==> config.mk <==
export PLATFORM = sky130hd
export DESIGN_NAME = shsx_datapath
export DESIGN_NICKNAME = d
export VERILOG_FILES = /design/src/logic/shsx_pkg.sv /design/src/logic/shsx_datapath.sv /design/src/logic/shsx_exchange.sv /design/src/logic/shsx_lane_sub.sv
export VERILOG_INCLUDE_DIRS = /design/src /design/src/logic
export SDC_FILE = /design/constraint.sdc
export NUM_CORES = 1
export LEC_CHECK = 0
export BUFFER_PORTS_ARGS = -buffer_cell sky130_fd_sc_hd__clkbuf_2
export CORE_MARGIN = 8
export CORE_UTILIZATION = 45
export CTS_BUF_LIST = sky130_fd_sc_hd__clkbuf_8
export DETAILED_ROUTE_END_ITERATION = 12
export HOLD_SLACK_MARGIN = 0.06
export PLACE_DENSITY = 0.76
export SLEW_MARGIN = 10
export SYNTH_ARGS = -nofsm -noshare
export SYNTH_HDL_FRONTEND = slang
export SYNTH_HIERARCHICAL = 1
export SYNTH_SLANG_ARGS = --single-unit
==> constraint.sdc <==
create_clock -name clk_i -period 4.84 [get_ports clk_i]
set_clock_uncertainty 0.15 [all_clocks]
set_input_delay 0.242 -clock clk_i [delete_from_list [all_inputs] [get_ports clk_i]]
set_output_delay 0.242 -clock clk_i [all_outputs]
set_load 0.01 [all_outputs]
==> src/logic/shsx_params.svh <==
// Constants for the signed halving subtract/exchange datapath.
// Assumes inclusion by bare name from the package and the datapath files.
`ifndef SHSX_PARAMS_SVH
`define SHSX_PARAMS_SVH

// Data path geometry
`define SHSX_WORD_W   32
`define SHSX_HALF_W   16
`define SHSX_BYTE_W   8
`define SHSX_FLAG_W   5
`define SHSX_IDX_W    4
`define SHSX_OP_W     3

// Halfword field positions
`define SHSX_HI_MSB   31
`define SHSX_HI_LSB   16
`define SHSX_LO_MSB   15
`define SHSX_LO_LSB   0

// Register indices the issuing stream may not name
`define SHSX_IDX_STACK 4'hD
`define SHSX_IDX_PROG  4'hF

// Reset values
`define SHSX_RST_WORD 32'h0000_0000
`define SHSX_RST_IDX  4'h0
`define SHSX_RST_FLAG 5'h00

`endif

==> src/logic/shsx_pkg.sv <==
// Types shared by the datapath, the register file model and the bench.
// Assumes shsx_params.svh is on the include path.
`include "shsx_params.svh"

package shsx_pkg;

  // Operation select from the instruction decoder
  typedef enum logic [`SHSX_OP_W-1:0] {
    SHSX_OP_HASX  = 3'h0,  // signed_halving_add_sub_exchange
    SHSX_OP_HSAX  = 3'h1,  // signed_halving_sub_add_exchange
    SHSX_OP_HSUB16 = 3'h2, // signed_halving_halfword_subtract
    SHSX_OP_HSUB8 = 3'h3,  // signed_halving_byte_subtract
    SHSX_OP_SUB16 = 3'h4,  // signed_halfword_lane_subtract
    SHSX_OP_SUB8  = 3'h5,  // signed_byte_lane_subtract
    SHSX_OP_ASX   = 3'h6,  // signed_add_sub_exchange
    SHSX_OP_SAX   = 3'h7   // signed_sub_add_exchange
  } shsx_op_e;

  typedef logic [`SHSX_WORD_W-1:0] shsx_word_t;
  typedef logic [`SHSX_IDX_W-1:0]  shsx_idx_t;

endpackage

==> src/logic/shsx_datapath.sv <==
// Signed halving subtract / exchange datapath, one register stage.
// Assumes the decoder presents one operation per valid cycle together
// with operands, register indices, predicate outcome and current flags.
//
// Function
// - Condition flags leave the block exactly as they entered.
// - Halving add-sub exchange: upper = (first.hi + second.lo) halved.
// - Halving add-sub exchange: lower = (first.lo - second.hi) halved.
// - Halving sub-add exchange: upper = (first.hi - second.lo) halved.
// - Halving sub-add exchange: lower = (first.lo + second.hi) halved.
// - Halving halfword subtract: two 16-bit lanes, difference halved.
// - Halving byte subtract: four signed 8-bit lanes, difference halved.
// - Halfword lane subtract: two 16-bit differences, unshifted.
// - Byte lane subtract: four 8-bit differences, unshifted.
// - Add-sub exchange: upper = first.hi + second.lo, unshifted.
// - Failed predicate blocks the write; absent predicate always writes unless an index is forbidden.
// - Omitted destination means the first source register is written.
`timescale 1ns/1ps
`include "shsx_params.svh"

module shsx_datapath
  import shsx_pkg::*;
(
  input  wire logic                    clk_i,         // 250 MHz clock
  input  wire logic                    rst_i,         // Sync reset, high
  input  wire logic                    valid_i,       // Operation issued
  input  wire shsx_op_e                op_i,          // Operation select
  input  wire logic [`SHSX_WORD_W-1:0] first_src_i,   // First source value
  input  wire logic [`SHSX_WORD_W-1:0] second_src_i,  // Second source value
  input  wire logic [`SHSX_IDX_W-1:0]  first_idx_i,   // First source index
  input  wire logic [`SHSX_IDX_W-1:0]  second_idx_i,  // Second source index
  input  wire logic [`SHSX_IDX_W-1:0]  dest_idx_i,    // Destination index
  input  wire logic                    dest_given_i,  // Destination named
  input  wire logic                    cond_given_i,  // Predicate present
  input  wire logic                    cond_pass_i,   // Predicate holds
  input  wire logic [`SHSX_FLAG_W-1:0] flags_i,       // N Z C V Q in
  output logic                         valid_o,       // Result valid
  output logic                         wr_en_o,       // Write destination
  output logic      [`SHSX_IDX_W-1:0]  wr_idx_o,      // Written register
  output logic      [`SHSX_WORD_W-1:0] result_o,      // Result word
  output logic      [`SHSX_FLAG_W-1:0] flags_o,       // N Z C V Q out
  output logic                         bad_reg_o      // Forbidden index
);

  // Lane and exchange unit outputs
  logic [`SHSX_WORD_W-1:0] half_res;
  logic [`SHSX_WORD_W-1:0] byte_res;
  logic [`SHSX_WORD_W-1:0] xchg_res;
  logic                    halve;
  logic                    sub_hi;

  // Pipeline registers and their next values
  logic                    valid_reg;
  logic                    valid_next;
  logic                    wr_en_reg;
  logic                    wr_en_next;
  logic [`SHSX_IDX_W-1:0]  wr_idx_reg;
  logic [`SHSX_IDX_W-1:0]  wr_idx_next;
  logic [`SHSX_WORD_W-1:0] result_reg;
  logic [`SHSX_WORD_W-1:0] result_next;
  logic [`SHSX_FLAG_W-1:0] flags_reg;
  logic [`SHSX_FLAG_W-1:0] flags_next;
  logic                    bad_reg_reg;
  logic                    bad_reg_next;

  // Operation attributes: halve feeds all three units, sub_hi only the exchange unit
  always_comb begin
    halve  = 1'b0;
    sub_hi = 1'b0;
    unique case (op_i)
      SHSX_OP_HASX: begin
        halve = 1'b1;
      end
      SHSX_OP_HSAX: begin
        halve  = 1'b1;
        sub_hi = 1'b1;
      end
      SHSX_OP_HSUB16, SHSX_OP_HSUB8: begin
        halve = 1'b1;
      end
      SHSX_OP_SAX: begin
        sub_hi = 1'b1;
      end
      SHSX_OP_SUB16, SHSX_OP_SUB8, SHSX_OP_ASX: begin
        halve = 1'b0;
      end
    endcase
  end

  shsx_lane_sub #(
    .DATA_W (`SHSX_WORD_W),
    .LANE_W (`SHSX_HALF_W)
  ) u_half (
    .first_i  (first_src_i),
    .second_i (second_src_i),
    .halve_i  (halve),
    .diff_o   (half_res)
  );

  shsx_lane_sub #(
    .DATA_W (`SHSX_WORD_W),
    .LANE_W (`SHSX_BYTE_W)
  ) u_byte (
    .first_i  (first_src_i),
    .second_i (second_src_i),
    .halve_i  (halve),
    .diff_o   (byte_res)
  );

  shsx_exchange u_xchg (
    .first_i  (first_src_i),
    .second_i (second_src_i),
    .sub_hi_i (sub_hi),
    .halve_i  (halve),
    .res_o    (xchg_res)
  );

  // Next-state logic for the single result stage
  always_comb begin
    valid_next   = valid_i;
    flags_next   = flags_i;
    wr_idx_next  = dest_given_i ? dest_idx_i : first_idx_i;
    bad_reg_next = valid_i &&
                   (wr_idx_next == `SHSX_IDX_STACK ||
                    wr_idx_next == `SHSX_IDX_PROG ||
                    first_idx_i == `SHSX_IDX_STACK ||
                    first_idx_i == `SHSX_IDX_PROG ||
                    second_idx_i == `SHSX_IDX_STACK ||
                    second_idx_i == `SHSX_IDX_PROG);
    // predicate gates the write
    // Forbidden encodings also never write, to protect the core state
    wr_en_next   = valid_i && (!cond_given_i || cond_pass_i) &&
                   !bad_reg_next;
    result_next  = `SHSX_RST_WORD;
    unique case (op_i)
      SHSX_OP_HSUB16, SHSX_OP_SUB16: begin
        result_next = half_res;
      end
      SHSX_OP_HSUB8, SHSX_OP_SUB8: begin
        result_next = byte_res;
      end
      SHSX_OP_HASX, SHSX_OP_HSAX, SHSX_OP_ASX, SHSX_OP_SAX: begin
        result_next = xchg_res;
      end
    endcase
  end

  // Registers only; every output comes straight from here
  always_ff @(posedge clk_i) begin
    if (rst_i) begin
      valid_reg   <= 1'b0;
      wr_en_reg   <= 1'b0;
      wr_idx_reg  <= `SHSX_RST_IDX;
      result_reg  <= `SHSX_RST_WORD;
      flags_reg   <= `SHSX_RST_FLAG;
      bad_reg_reg <= 1'b0;
    end else begin
      valid_reg   <= valid_next;
      wr_en_reg   <= wr_en_next;
      wr_idx_reg  <= wr_idx_next;
      result_reg  <= result_next;
      flags_reg   <= flags_next;
      bad_reg_reg <= bad_reg_next;
    end
  end

  assign valid_o   = valid_reg;
  assign wr_en_o   = wr_en_reg;
  assign wr_idx_o  = wr_idx_reg;
  assign result_o  = result_reg;
  assign flags_o   = flags_reg;
  assign bad_reg_o = bad_reg_reg;

  // Reference sums built independently of the units, for checking only
  logic [`SHSX_HALF_W:0] chk_a_hi;
  logic [`SHSX_HALF_W:0] chk_a_lo;
  logic [`SHSX_HALF_W:0] chk_b_hi;
  logic [`SHSX_HALF_W:0] chk_b_lo;
  logic [`SHSX_BYTE_W:0] chk_a_b3;
  logic [`SHSX_BYTE_W:0] chk_a_b0;
  logic [`SHSX_BYTE_W:0] chk_b_b3;
  logic [`SHSX_BYTE_W:0] chk_b_b0;
  logic [`SHSX_HALF_W:0] chk_up_add;
  logic [`SHSX_HALF_W:0] chk_up_sub;
  logic [`SHSX_HALF_W:0] chk_dn_add;
  logic [`SHSX_HALF_W:0] chk_dn_sub;
  logic [`SHSX_HALF_W:0] chk_lane_hi;
  logic [`SHSX_HALF_W:0] chk_lane_lo;
  logic [`SHSX_BYTE_W:0] chk_byte3;
  logic [`SHSX_BYTE_W:0] chk_byte0;
  // Each lane view carries its own sign in one extra top bit
  assign chk_a_hi = {first_src_i[`SHSX_HI_MSB],
                     first_src_i[`SHSX_HI_MSB:`SHSX_HI_LSB]};
  assign chk_a_lo = {first_src_i[`SHSX_LO_MSB],
                     first_src_i[`SHSX_LO_MSB:`SHSX_LO_LSB]};
  assign chk_b_hi = {second_src_i[`SHSX_HI_MSB],
                     second_src_i[`SHSX_HI_MSB:`SHSX_HI_LSB]};
  assign chk_b_lo = {second_src_i[`SHSX_LO_MSB],
                     second_src_i[`SHSX_LO_MSB:`SHSX_LO_LSB]};
  assign chk_a_b3 = {first_src_i[`SHSX_HI_MSB],
                     first_src_i[`SHSX_HI_MSB -: `SHSX_BYTE_W]};
  assign chk_a_b0 = {first_src_i[`SHSX_BYTE_W-1],
                     first_src_i[`SHSX_LO_LSB +: `SHSX_BYTE_W]};
  assign chk_b_b3 = {second_src_i[`SHSX_HI_MSB],
                     second_src_i[`SHSX_HI_MSB -: `SHSX_BYTE_W]};
  assign chk_b_b0 = {second_src_i[`SHSX_BYTE_W-1],
                     second_src_i[`SHSX_LO_LSB +: `SHSX_BYTE_W]};
  // Wide sums and differences; halving later drops bit 0
  assign chk_up_add  = chk_a_hi + chk_b_lo;
  assign chk_up_sub  = chk_a_hi - chk_b_lo;
  assign chk_dn_add  = chk_a_lo + chk_b_hi;
  assign chk_dn_sub  = chk_a_lo - chk_b_hi;
  assign chk_lane_hi = chk_a_hi - chk_b_hi;
  assign chk_lane_lo = chk_a_lo - chk_b_lo;
  assign chk_byte3   = chk_a_b3 - chk_b_b3;
  assign chk_byte0   = chk_a_b0 - chk_b_b0;

  // flags pass unchanged one cycle later
  a_flags_kept: assert property (@(posedge clk_i) disable iff (rst_i)
    valid_i |=> flags_o == $past(flags_i))
    else $error("flags changed by datapath");

  a_hasx_word: assert property (@(posedge clk_i) disable iff (rst_i)
    valid_i && op_i == SHSX_OP_HASX |=>
      result_o == {$past(chk_up_add[`SHSX_HALF_W:1]),
                   $past(chk_dn_sub[`SHSX_HALF_W:1])})
    else $error("halving add-sub exchange wrong");

  a_hsax_word: assert property (@(posedge clk_i) disable iff (rst_i)
    valid_i && op_i == SHSX_OP_HSAX |=>
      result_o == {$past(chk_up_sub[`SHSX_HALF_W:1]),
                   $past(chk_dn_add[`SHSX_HALF_W:1])})
    else $error("halving sub-add exchange wrong");

  a_hsub16_hi: assert property (@(posedge clk_i) disable iff (rst_i)
    valid_i && op_i == SHSX_OP_HSUB16 |=>
      result_o[`SHSX_HI_MSB:`SHSX_HI_LSB] ==
        $past(chk_lane_hi[`SHSX_HALF_W:1]))
    else $error("halving halfword lane wrong");

  a_hsub16_lo: assert property (@(posedge clk_i) disable iff (rst_i)
    valid_i && op_i == SHSX_OP_HSUB16 |=>
      result_o[`SHSX_LO_MSB:`SHSX_LO_LSB] ==
        $past(chk_lane_lo[`SHSX_HALF_W:1]))
    else $error("halving lower halfword lane wrong");

  a_hsub8_top: assert property (@(posedge clk_i) disable iff (rst_i)
    valid_i && op_i == SHSX_OP_HSUB8 |=>
      result_o[`SHSX_HI_MSB -: `SHSX_BYTE_W] ==
        $past(chk_byte3[`SHSX_BYTE_W:1]))
    else $error("halving byte lane wrong");

  a_hsub8_low: assert property (@(posedge clk_i) disable iff (rst_i)
    valid_i && op_i == SHSX_OP_HSUB8 |=>
      result_o[`SHSX_LO_LSB +: `SHSX_BYTE_W] ==
        $past(chk_byte0[`SHSX_BYTE_W:1]))
    else $error("halving bottom byte lane wrong");

  a_sub16_hi: assert property (@(posedge clk_i) disable iff (rst_i)
    valid_i && op_i == SHSX_OP_SUB16 |=>
      result_o[`SHSX_HI_MSB:`SHSX_HI_LSB] ==
        $past(chk_lane_hi[`SHSX_HALF_W-1:0]))
    else $error("halfword lane subtract wrong");

  a_sub8_top: assert property (@(posedge clk_i) disable iff (rst_i)
    valid_i && op_i == SHSX_OP_SUB8 |=>
      result_o[`SHSX_HI_MSB -: `SHSX_BYTE_W] ==
        $past(chk_byte3[`SHSX_BYTE_W-1:0]))
    else $error("byte lane subtract wrong");

  a_asx_word: assert property (@(posedge clk_i) disable iff (rst_i)
    valid_i && op_i == SHSX_OP_ASX |=>
      result_o == {$past(chk_up_add[`SHSX_HALF_W-1:0]),
                   $past(chk_dn_sub[`SHSX_HALF_W-1:0])})
    else $error("add-sub exchange wrong");

  a_sax_word: assert property (@(posedge clk_i) disable iff (rst_i)
    valid_i && op_i == SHSX_OP_SAX |=>
      result_o == {$past(chk_up_sub[`SHSX_HALF_W-1:0]),
                   $past(chk_dn_add[`SHSX_HALF_W-1:0])})
    else $error("sub-add exchange wrong");

  a_cond_block: assert property (@(posedge clk_i) disable iff (rst_i)
    valid_i && cond_given_i && !cond_pass_i |=> valid_o && !wr_en_o)
    else $error("write despite failed predicate");

  // absent predicate with legal indices always writes
  a_cond_absent: assert property (@(posedge clk_i) disable iff (rst_i)
    valid_i && !cond_given_i |=> wr_en_o != bad_reg_o)
    else $error("unconditional operation not written");

  a_dest_default: assert property (@(posedge clk_i) disable iff (rst_i)
    valid_i && !dest_given_i |=> wr_idx_o == $past(first_idx_i))
    else $error("default destination wrong");

  // program counter as write target raises the flag
  a_forbid_dest: assert property (@(posedge clk_i) disable iff (rst_i)
    valid_i && dest_given_i && dest_idx_i == `SHSX_IDX_PROG |=>
      bad_reg_o && !wr_en_o)
    else $error("program counter destination not caught");

endmodule

==> src/logic/shsx_exchange.sv <==
// Cross-halfword add/subtract: upper of first meets lower of second and
// lower of first meets upper of second. Purely combinational.
`timescale 1ns/1ps
`include "shsx_params.svh"

module shsx_exchange (
  input  wire logic [`SHSX_WORD_W-1:0] first_i,  // First source word
  input  wire logic [`SHSX_WORD_W-1:0] second_i, // Second source word
  input  wire logic                    sub_hi_i, // Upper lane subtracts
  input  wire logic                    halve_i,  // Halve both lanes
  output logic      [`SHSX_WORD_W-1:0] res_o     // Exchanged result
);

  logic [`SHSX_HALF_W:0] a_hi;
  logic [`SHSX_HALF_W:0] a_lo;
  logic [`SHSX_HALF_W:0] b_hi;
  logic [`SHSX_HALF_W:0] b_lo;
  logic [`SHSX_HALF_W:0] up;
  logic [`SHSX_HALF_W:0] dn;

  // Sign-extend each halfword by one bit
  assign a_hi = {first_i[`SHSX_HI_MSB], first_i[`SHSX_HI_MSB:`SHSX_HI_LSB]};
  assign a_lo = {first_i[`SHSX_LO_MSB], first_i[`SHSX_LO_MSB:`SHSX_LO_LSB]};
  assign b_hi = {second_i[`SHSX_HI_MSB],
                 second_i[`SHSX_HI_MSB:`SHSX_HI_LSB]};
  assign b_lo = {second_i[`SHSX_LO_MSB],
                 second_i[`SHSX_LO_MSB:`SHSX_LO_LSB]};

  // Upper lane pairs first.hi with second.lo, lower the opposite pair
  assign up = sub_hi_i ? a_hi - b_lo : a_hi + b_lo;
  assign dn = sub_hi_i ? a_lo + b_hi : a_lo - b_hi;

  // Halving keeps the top bits, i.e. arithmetic shift of the wide value
  // arithmetic halving
  assign res_o = halve_i ? {up[`SHSX_HALF_W:1], dn[`SHSX_HALF_W:1]}
                         : {up[`SHSX_HALF_W-1:0], dn[`SHSX_HALF_W-1:0]};

endmodule

==> src/logic/shsx_lane_sub.sv <==
// Packed lane subtractor: first minus second in independent signed lanes.
// Assumes DATA_W is a whole multiple of LANE_W; purely combinational.
`timescale 1ns/1ps

module shsx_lane_sub #(
  parameter int DATA_W = 32,
  parameter int LANE_W = 16
) (
  input  wire logic [DATA_W-1:0] first_i,  // First source word
  input  wire logic [DATA_W-1:0] second_i, // Second source word
  input  wire logic              halve_i,  // Shift each lane right by one
  output logic      [DATA_W-1:0] diff_o    // Packed lane results
);

  // One extra bit per lane, so halving never overflows
  // wide lane arithmetic
  for (genvar g = 0; g < DATA_W / LANE_W; g++) begin : g_lane
    logic [LANE_W:0] wide;
    assign wide = {first_i[g*LANE_W+LANE_W-1], first_i[g*LANE_W +: LANE_W]}
                - {second_i[g*LANE_W+LANE_W-1], second_i[g*LANE_W +: LANE_W]};
    // Dropping bit 0 of the wide value is the arithmetic shift
    assign diff_o[g*LANE_W +: LANE_W] = halve_i ? wide[LANE_W:1]
                                                : wide[LANE_W-1:0];
  end

endmodule

======== Word level (Yosys, flattened, before mapping) ========
Index checks and enable logic that the tools add are counted.
operators by class
  add/sub/neg operators ................... 10
  equality and inequality tests ........... 13
  muxes and demuxes ....................... 13
  reductions and logical operators ........ 17
operators with widths
  operator                                              number
  case mux 32 bit (3 select lines)                      1
  subtractor 16 x 16 -> 17 bit                          4
  subtractor 8 x 8 -> 9 bit                             4
  adder 16 x 16 -> 17 bit                               2
  2-to-1 mux 17 bit                                     2
  2-to-1 mux 16 bit                                     2
  2-to-1 mux 32 bit                                     1
  2-to-1 mux 8 bit                                      4
  equality test 4 bit (second input constant)           6
  equality test 3 bit (second input constant)           4
  OR reduction 4 bit                                    2
  equality test 3 x 2 -> 1 bit (second input constant)  2
  logical OR 1 bit                                      6
  OR reduction 2 bit                                    3
  2-to-1 mux 4 bit                                      1
  equality test 3 x 1 -> 1 bit (second input constant)  1
  logical AND 1 bit                                     3
  zero test 3 bit                                       1
  zero test 1 bit                                       2
  2-to-1 mux 1 bit                                      2
word-level totals
  flip-flop bits (word level) ............. 44
  bits of input ports ..................... 90
  output and inout bits ................... 44
  logic and storage cells ................. 59

======== Logic depth before layout (Yosys ltp) ========
  word-level depth ........................ 10
  depth in mapped cells ................... 19
  depth with buffers taken out ............ 15

======== Cells and area by module ========
Netlist, hierarchy kept.
by module, submodules not included
  module                   instances  cells an instance  area each (µm²)  sequential area each (µm²)
  shsx_exchange            1          373                2,675.1          0.0
  shsx_lane_sub at u_half  1          298                2,049.5          0.0
  shsx_datapath            1          183                1,921.8          880.8
  shsx_lane_sub at u_byte  1          243                1,735.4          0.0

======== Least setup slack after synthesis ========
No wires, ideal clock.
  path type ............................... input to register
  start point ............................. input op_i[1]
  end point ............................... register result_reg[27] (netlist: result_o[27])
  setup time .............................. 0.145 ns
  arrival time ............................ 3.532 ns
  data required time ...................... 4.545 ns
  setup slack ............................. 1.013 ns
  stages .................................. 17
  buffers on the path ..................... 5
  cells stage by stage .................... xor2_1 -> buf_4 -> buf_2 -> nor2_1 -> clkbuf_8 -> clkbuf_1 -> buf_1 -> mux2i_1 -> ha_1 -> nor2b_1 -> o31a_2 -> o21a_1 -> a31oi_1 -> xnor2_1 -> mux2_2 -> nor2_1 -> a211oi_2
on the way
  cells in the longest elaborated chain, start to end .. 6
  elaborated cells on any way between the ends .. 20
  those cells by class .................... eq/ne (7); mux (7); reduce/logical (6)
RTL lines
  what                                                                 RTL line              text
  start: declaration                                                   shsx_datapath.sv:27   input wire shsx_op_e op_i,
  equality test 3 x 1 -> 1 bit or equality test 3 bit (tied branches)  shsx_datapath.sv:70   unique case (op_i)
  OR reduction 2 bit (no line) (*)                                     -
  2-to-1 mux 1 bit (*)                                                 shsx_datapath.sv:70
  named net sub_hi                                                     shsx_datapath.sv:50   logic sub_hi;
  2-to-1 mux 17 bit (*)                                                shsx_exchange.sv:30   assign up = sub_hi_i ? a_hi - b_lo : a_hi + b_lo;
  2-to-1 mux 32 bit (*)                                                shsx_exchange.sv:35   assign res_o = halve_i ? {up[`SHSX_HALF_W:1], dn[`SHSX_HALF_W:1]}
  named net xchg_res[27]                                               shsx_datapath.sv:48   logic [`SHSX_WORD_W-1:0] xchg_res;
  case mux 32 bit (3 select lines) (*)                                 shsx_datapath.sv:135  unique case (op_i)
  end signal: assignment                                               shsx_datapath.sv:154  result_reg <= `SHSX_RST_WORD;
  end signal: assignment                                               shsx_datapath.sv:161  result_reg <= result_next;
  end: declaration                                                     shsx_datapath.sv:59   logic [`SHSX_WORD_W-1:0] result_reg;
Mark *: on every way through the listed nets, which the timed path passes. The rest lies on a longest branch.
A chain may end at the register's enable or synchronous reset.

======== Worst setup path after layout ========
  start point ............................. input op_i[1]
  end point ............................... register result_reg[31] (netlist: result_o[31])
The elaborated chain is that of the path after synthesis.

==> key figures <==
Run status
  – Status: completed

Timing
  – Setup_tns: 0 ps
  – RSZ-0062 raised after global routing: no
  – Worst slew pin tran: 1120 ps
  – Crit share post-route: 72.3%
  – Max Slew Vio Count: 0
  – Slew headroom: 25.3%
  – FMAX: 0.286 GHz
  – Final min period: 3500 ps
  – Fin. Hold Viols: 0
  – Final setup fails: 0

Route
  – Met1 WL: 10.4 mm
  – Post-route DRC: 0
  – Uppermost routed layer: met4
  – Post-detailed-route count of antenna-violating nets: 0
  – Router iterations before antenna repair: 5
  – Vias/cell: 5.78
  – Final WL: 24.2 mm
  – Metal3 WL: 1.21 mm
  – Metal2 WL: 12.2 mm
  – Iter 0 DRT Violations: 420
  – WL per Instance: 16.7 um
  – Via count: 8,389

Worst setup path
  – Critical Setup Path Class: input port to flop
  – Worst-path fanout max: 26
  – Crit-path slowest cell: nor2_2
  – Critical Path AT: 3610 ps
  – Largest delay share family, worst path: compound AO/OA/AOI/OAI gates
  – Crit-path cells: clkbuf_2, xor2_4, nor2_2, buf_4, a31oi_1, nor2_1, xor2_1, ha_1, a21o_1, a21o_1, a221oi_1, o21ai_0, xnor2_1, mux2i_1, nor2_1, a211oi_2
  – WP data required: 4950 ps
  – Worst Setup EP: result_o[31]$_SDFF_PP0_
  – Crit path from: op_i[1]
  – Critical path buffers and inverters: 2
  – CP Launch Type: input port
  – Crit. End Element: flop
  – WP depth: 16
  – CP peak stage delay: 390 ps

Clock tree
  – CTS clock-pin slew for the worst setup and hold paths: 100 ps
  – CTS Root Cell: clkbuf_8
  – CTS Buffer Depth: 2
  – Cts repair resizes: 0
  – # clock sinks: 44
  – CTS tree: done
  – CTS Buf Count: 5
  – Post-CTS setup buffers: 0
  – CTS H-Tree Depth: 2

Synth
  – Synthesized Nets: 1,294
  – Post-synth cell types: 80
  – Post-synth EDFFs: 0
  – Yosys reg bits: 44
  – Synthesized area: 8380 um^2
  – Leading register cell type out of synthesis: dfxtp_1
  – Seq/Total Area, Yosys: 10.5%
  – Synth Warn #: 6
  – Post-Syn Area per Cell: 7.64 um^2
  – Async S/R FF share, synth: 0%
  – Post-Syn Instances: 1,097

Flow run
  – # Max-Cap Violations: 0

Floorplanning
  – Die height: 152 um
  – Count of standard-cell rows: 50
  – Die area: 23,200 um^2
  – Chip Width: 152 um
  – I/O Pins: 134
  – Initial core utilization: 45.3%
  – Core area: 18,500 um^2

Global route
  – Number of global-route vias before repair: 8,135
  – Pin count of the biggest net entering global routing: 65
  – Antenna violations before repair: 0
  – Overflow after GRT: 0
  – Global-route wire length before repair: 39.1 mm
  – Total GRT Usage: 20.1%

Final layout
  – Final Cell Area: 9480 um^2
  – Commonest non-fill, non-tap cell in the layout: clkbuf_2
  – Commonest non-fill, non-tap cells in the layout: clkbuf_2 (132), nor2_1 (120), ha_1 (99)
  – Fin nets: 1,413
  – Area grow syn2layout: 13.1%
  – Share of cells above drive strength 1: 18.4%
  – Antenna diode count: 0

Power
  – Leak: 4.51 nW
  – PwrDens: 236 nW/um^2
  – VDD IR-drop max: 142 uV

Place
  – Placed Area: 9180 um^2
  – Port Buffer Count: 132
  – DPL Wire Length: 19.3 mm
  – Final Wtd Congestion: 0.973

Worst hold path
  – Hold Crit Class: input port to flop
-- flip-flops by register name, indices dropped and copies added (netlist names) --
name / flops
wr_idx_o: 4
wr_en_o: 1
flags_o: 5
valid_o: 1
bad_reg_o: 1
result_o: 32
-- cells in the mapped netlist, drive strengths merged (3+ instances only) --
cell	number	area, um^2
and3	9	56.3
xnor2	61	534
nor2	121	454
a21o	25	188
o21ai	65	333
xor2	48	420
mux2i	58	581
nor3b	3	22.5
nand2b	6	37.5
nand3	20	100
nand2	55	206
o211ai	9	67.6
o31a	6	53.8
o31ai	5	37.5
nand3b	3	26.3
and2	5	31.3
nor4	10	98.8
clkbuf	26	111
a31oi	16	113
ha	99	1240
o22a	3	26.3
o21bai	12	90.1
a211o	4	35.0
mux2	33	372
a211oi	48	465
buf	17	103
nor2b	11	68.8
nor3	19	95.1
a21oi	83	438
nand4	9	56.3
dfxtp	44	881
or3	4	30.0
fa	8	160
and4	3	26.3
a21boi	5	37.5
o21a	12	97.6
inv	98	368
-- worst min-delay path: stages --
cell and delay, ps:
clkbuf_2 90, nand3_1 100, a31oi_1 90
-- report_power, final --
part / internal [mW] / leakage, nW / switching (mW) / total [mW]
Sequential: 0.418 / 0.367 / 0.0136 / 0.431
Clock: 0.156 / 0.0583 / 0.162 / 0.318
Combinational: 0.652 / 4.08 / 0.837 / 1.49
Total: 1.23 / 4.51 / 1.01 / 2.24
-- layer usage --
metal | up-vias | track usage, %
met1 | 3963 | 24.1
met3 | 20 | 2.67
li1 | 4191 | -
met2 | 215 | 37.0
met5 | - | 0
met4 | 0 | 5.00
-- final cells by class --
cell class	instances	area, um^2
Clock buffer	5	68.8
Clock inverter	3	47.5
Fill cell	1840	9040
Inverter	98	368
Multi-Input combinational cell	912	6940
Sequential cell	44	881
Tap cell	234	293
Timing Repair Buffer	155	878
-- per-stage QoR --
step           hold WS, ps  utilization, %  setup WS, ps  std cells  total power [mW]
2_1_floorplan          220               -          1010       1097              1.55
3_3_place_gp           299            49.6          1040       1425              1.86
3_5_place_dp           309            49.6          1010       1425              1.89
4_1_cts               60.7            51.2          1380       1451              2.24
5_1_grt               90.8            51.2          1060       1451              2.42
6_report              83.1            51.2          1340       1451              2.24
-- kinds of logic after synthesis --
group                      Yosys count  share of synthesized area (%)
adders and majority gates          107                           16.7
buffers and inverters              141                           6.94
and+or+nand+nor                    286                           16.5
xor gates and xnor gates           109                           11.4
AOI/OAI and AO/OA                  319                           26.6
DFF                                 44                           10.5
muxes                               91                           11.4
-- worst min path at each step --
stage / from / to / slack [ps] / depth (start not counted)
floorplan: flags_i[0] / flags_o[0]$_SDFF_PP0_ / 220 / 1
global placement: flags_i[3] / flags_o[3]$_SDFF_PP0_ / 300 / 2
detailed placement: flags_i[0] / flags_o[0]$_SDFF_PP0_ / 310 / 2
CTS: first_idx_i[3] / bad_reg_o$_SDFF_PP0_ / 60 / 3
global route: first_idx_i[3] / bad_reg_o$_SDFF_PP0_ / 90 / 3
finish: first_idx_i[3] / bad_reg_o$_SDFF_PP0_ / 80 / 3
-- timing repair --
item,in CTS,in global routing
endpoints found under the hold margin,12,0
hold buffers,18,0
setup endpoints to repair,0,0
(Power assumes the default switching activity.)
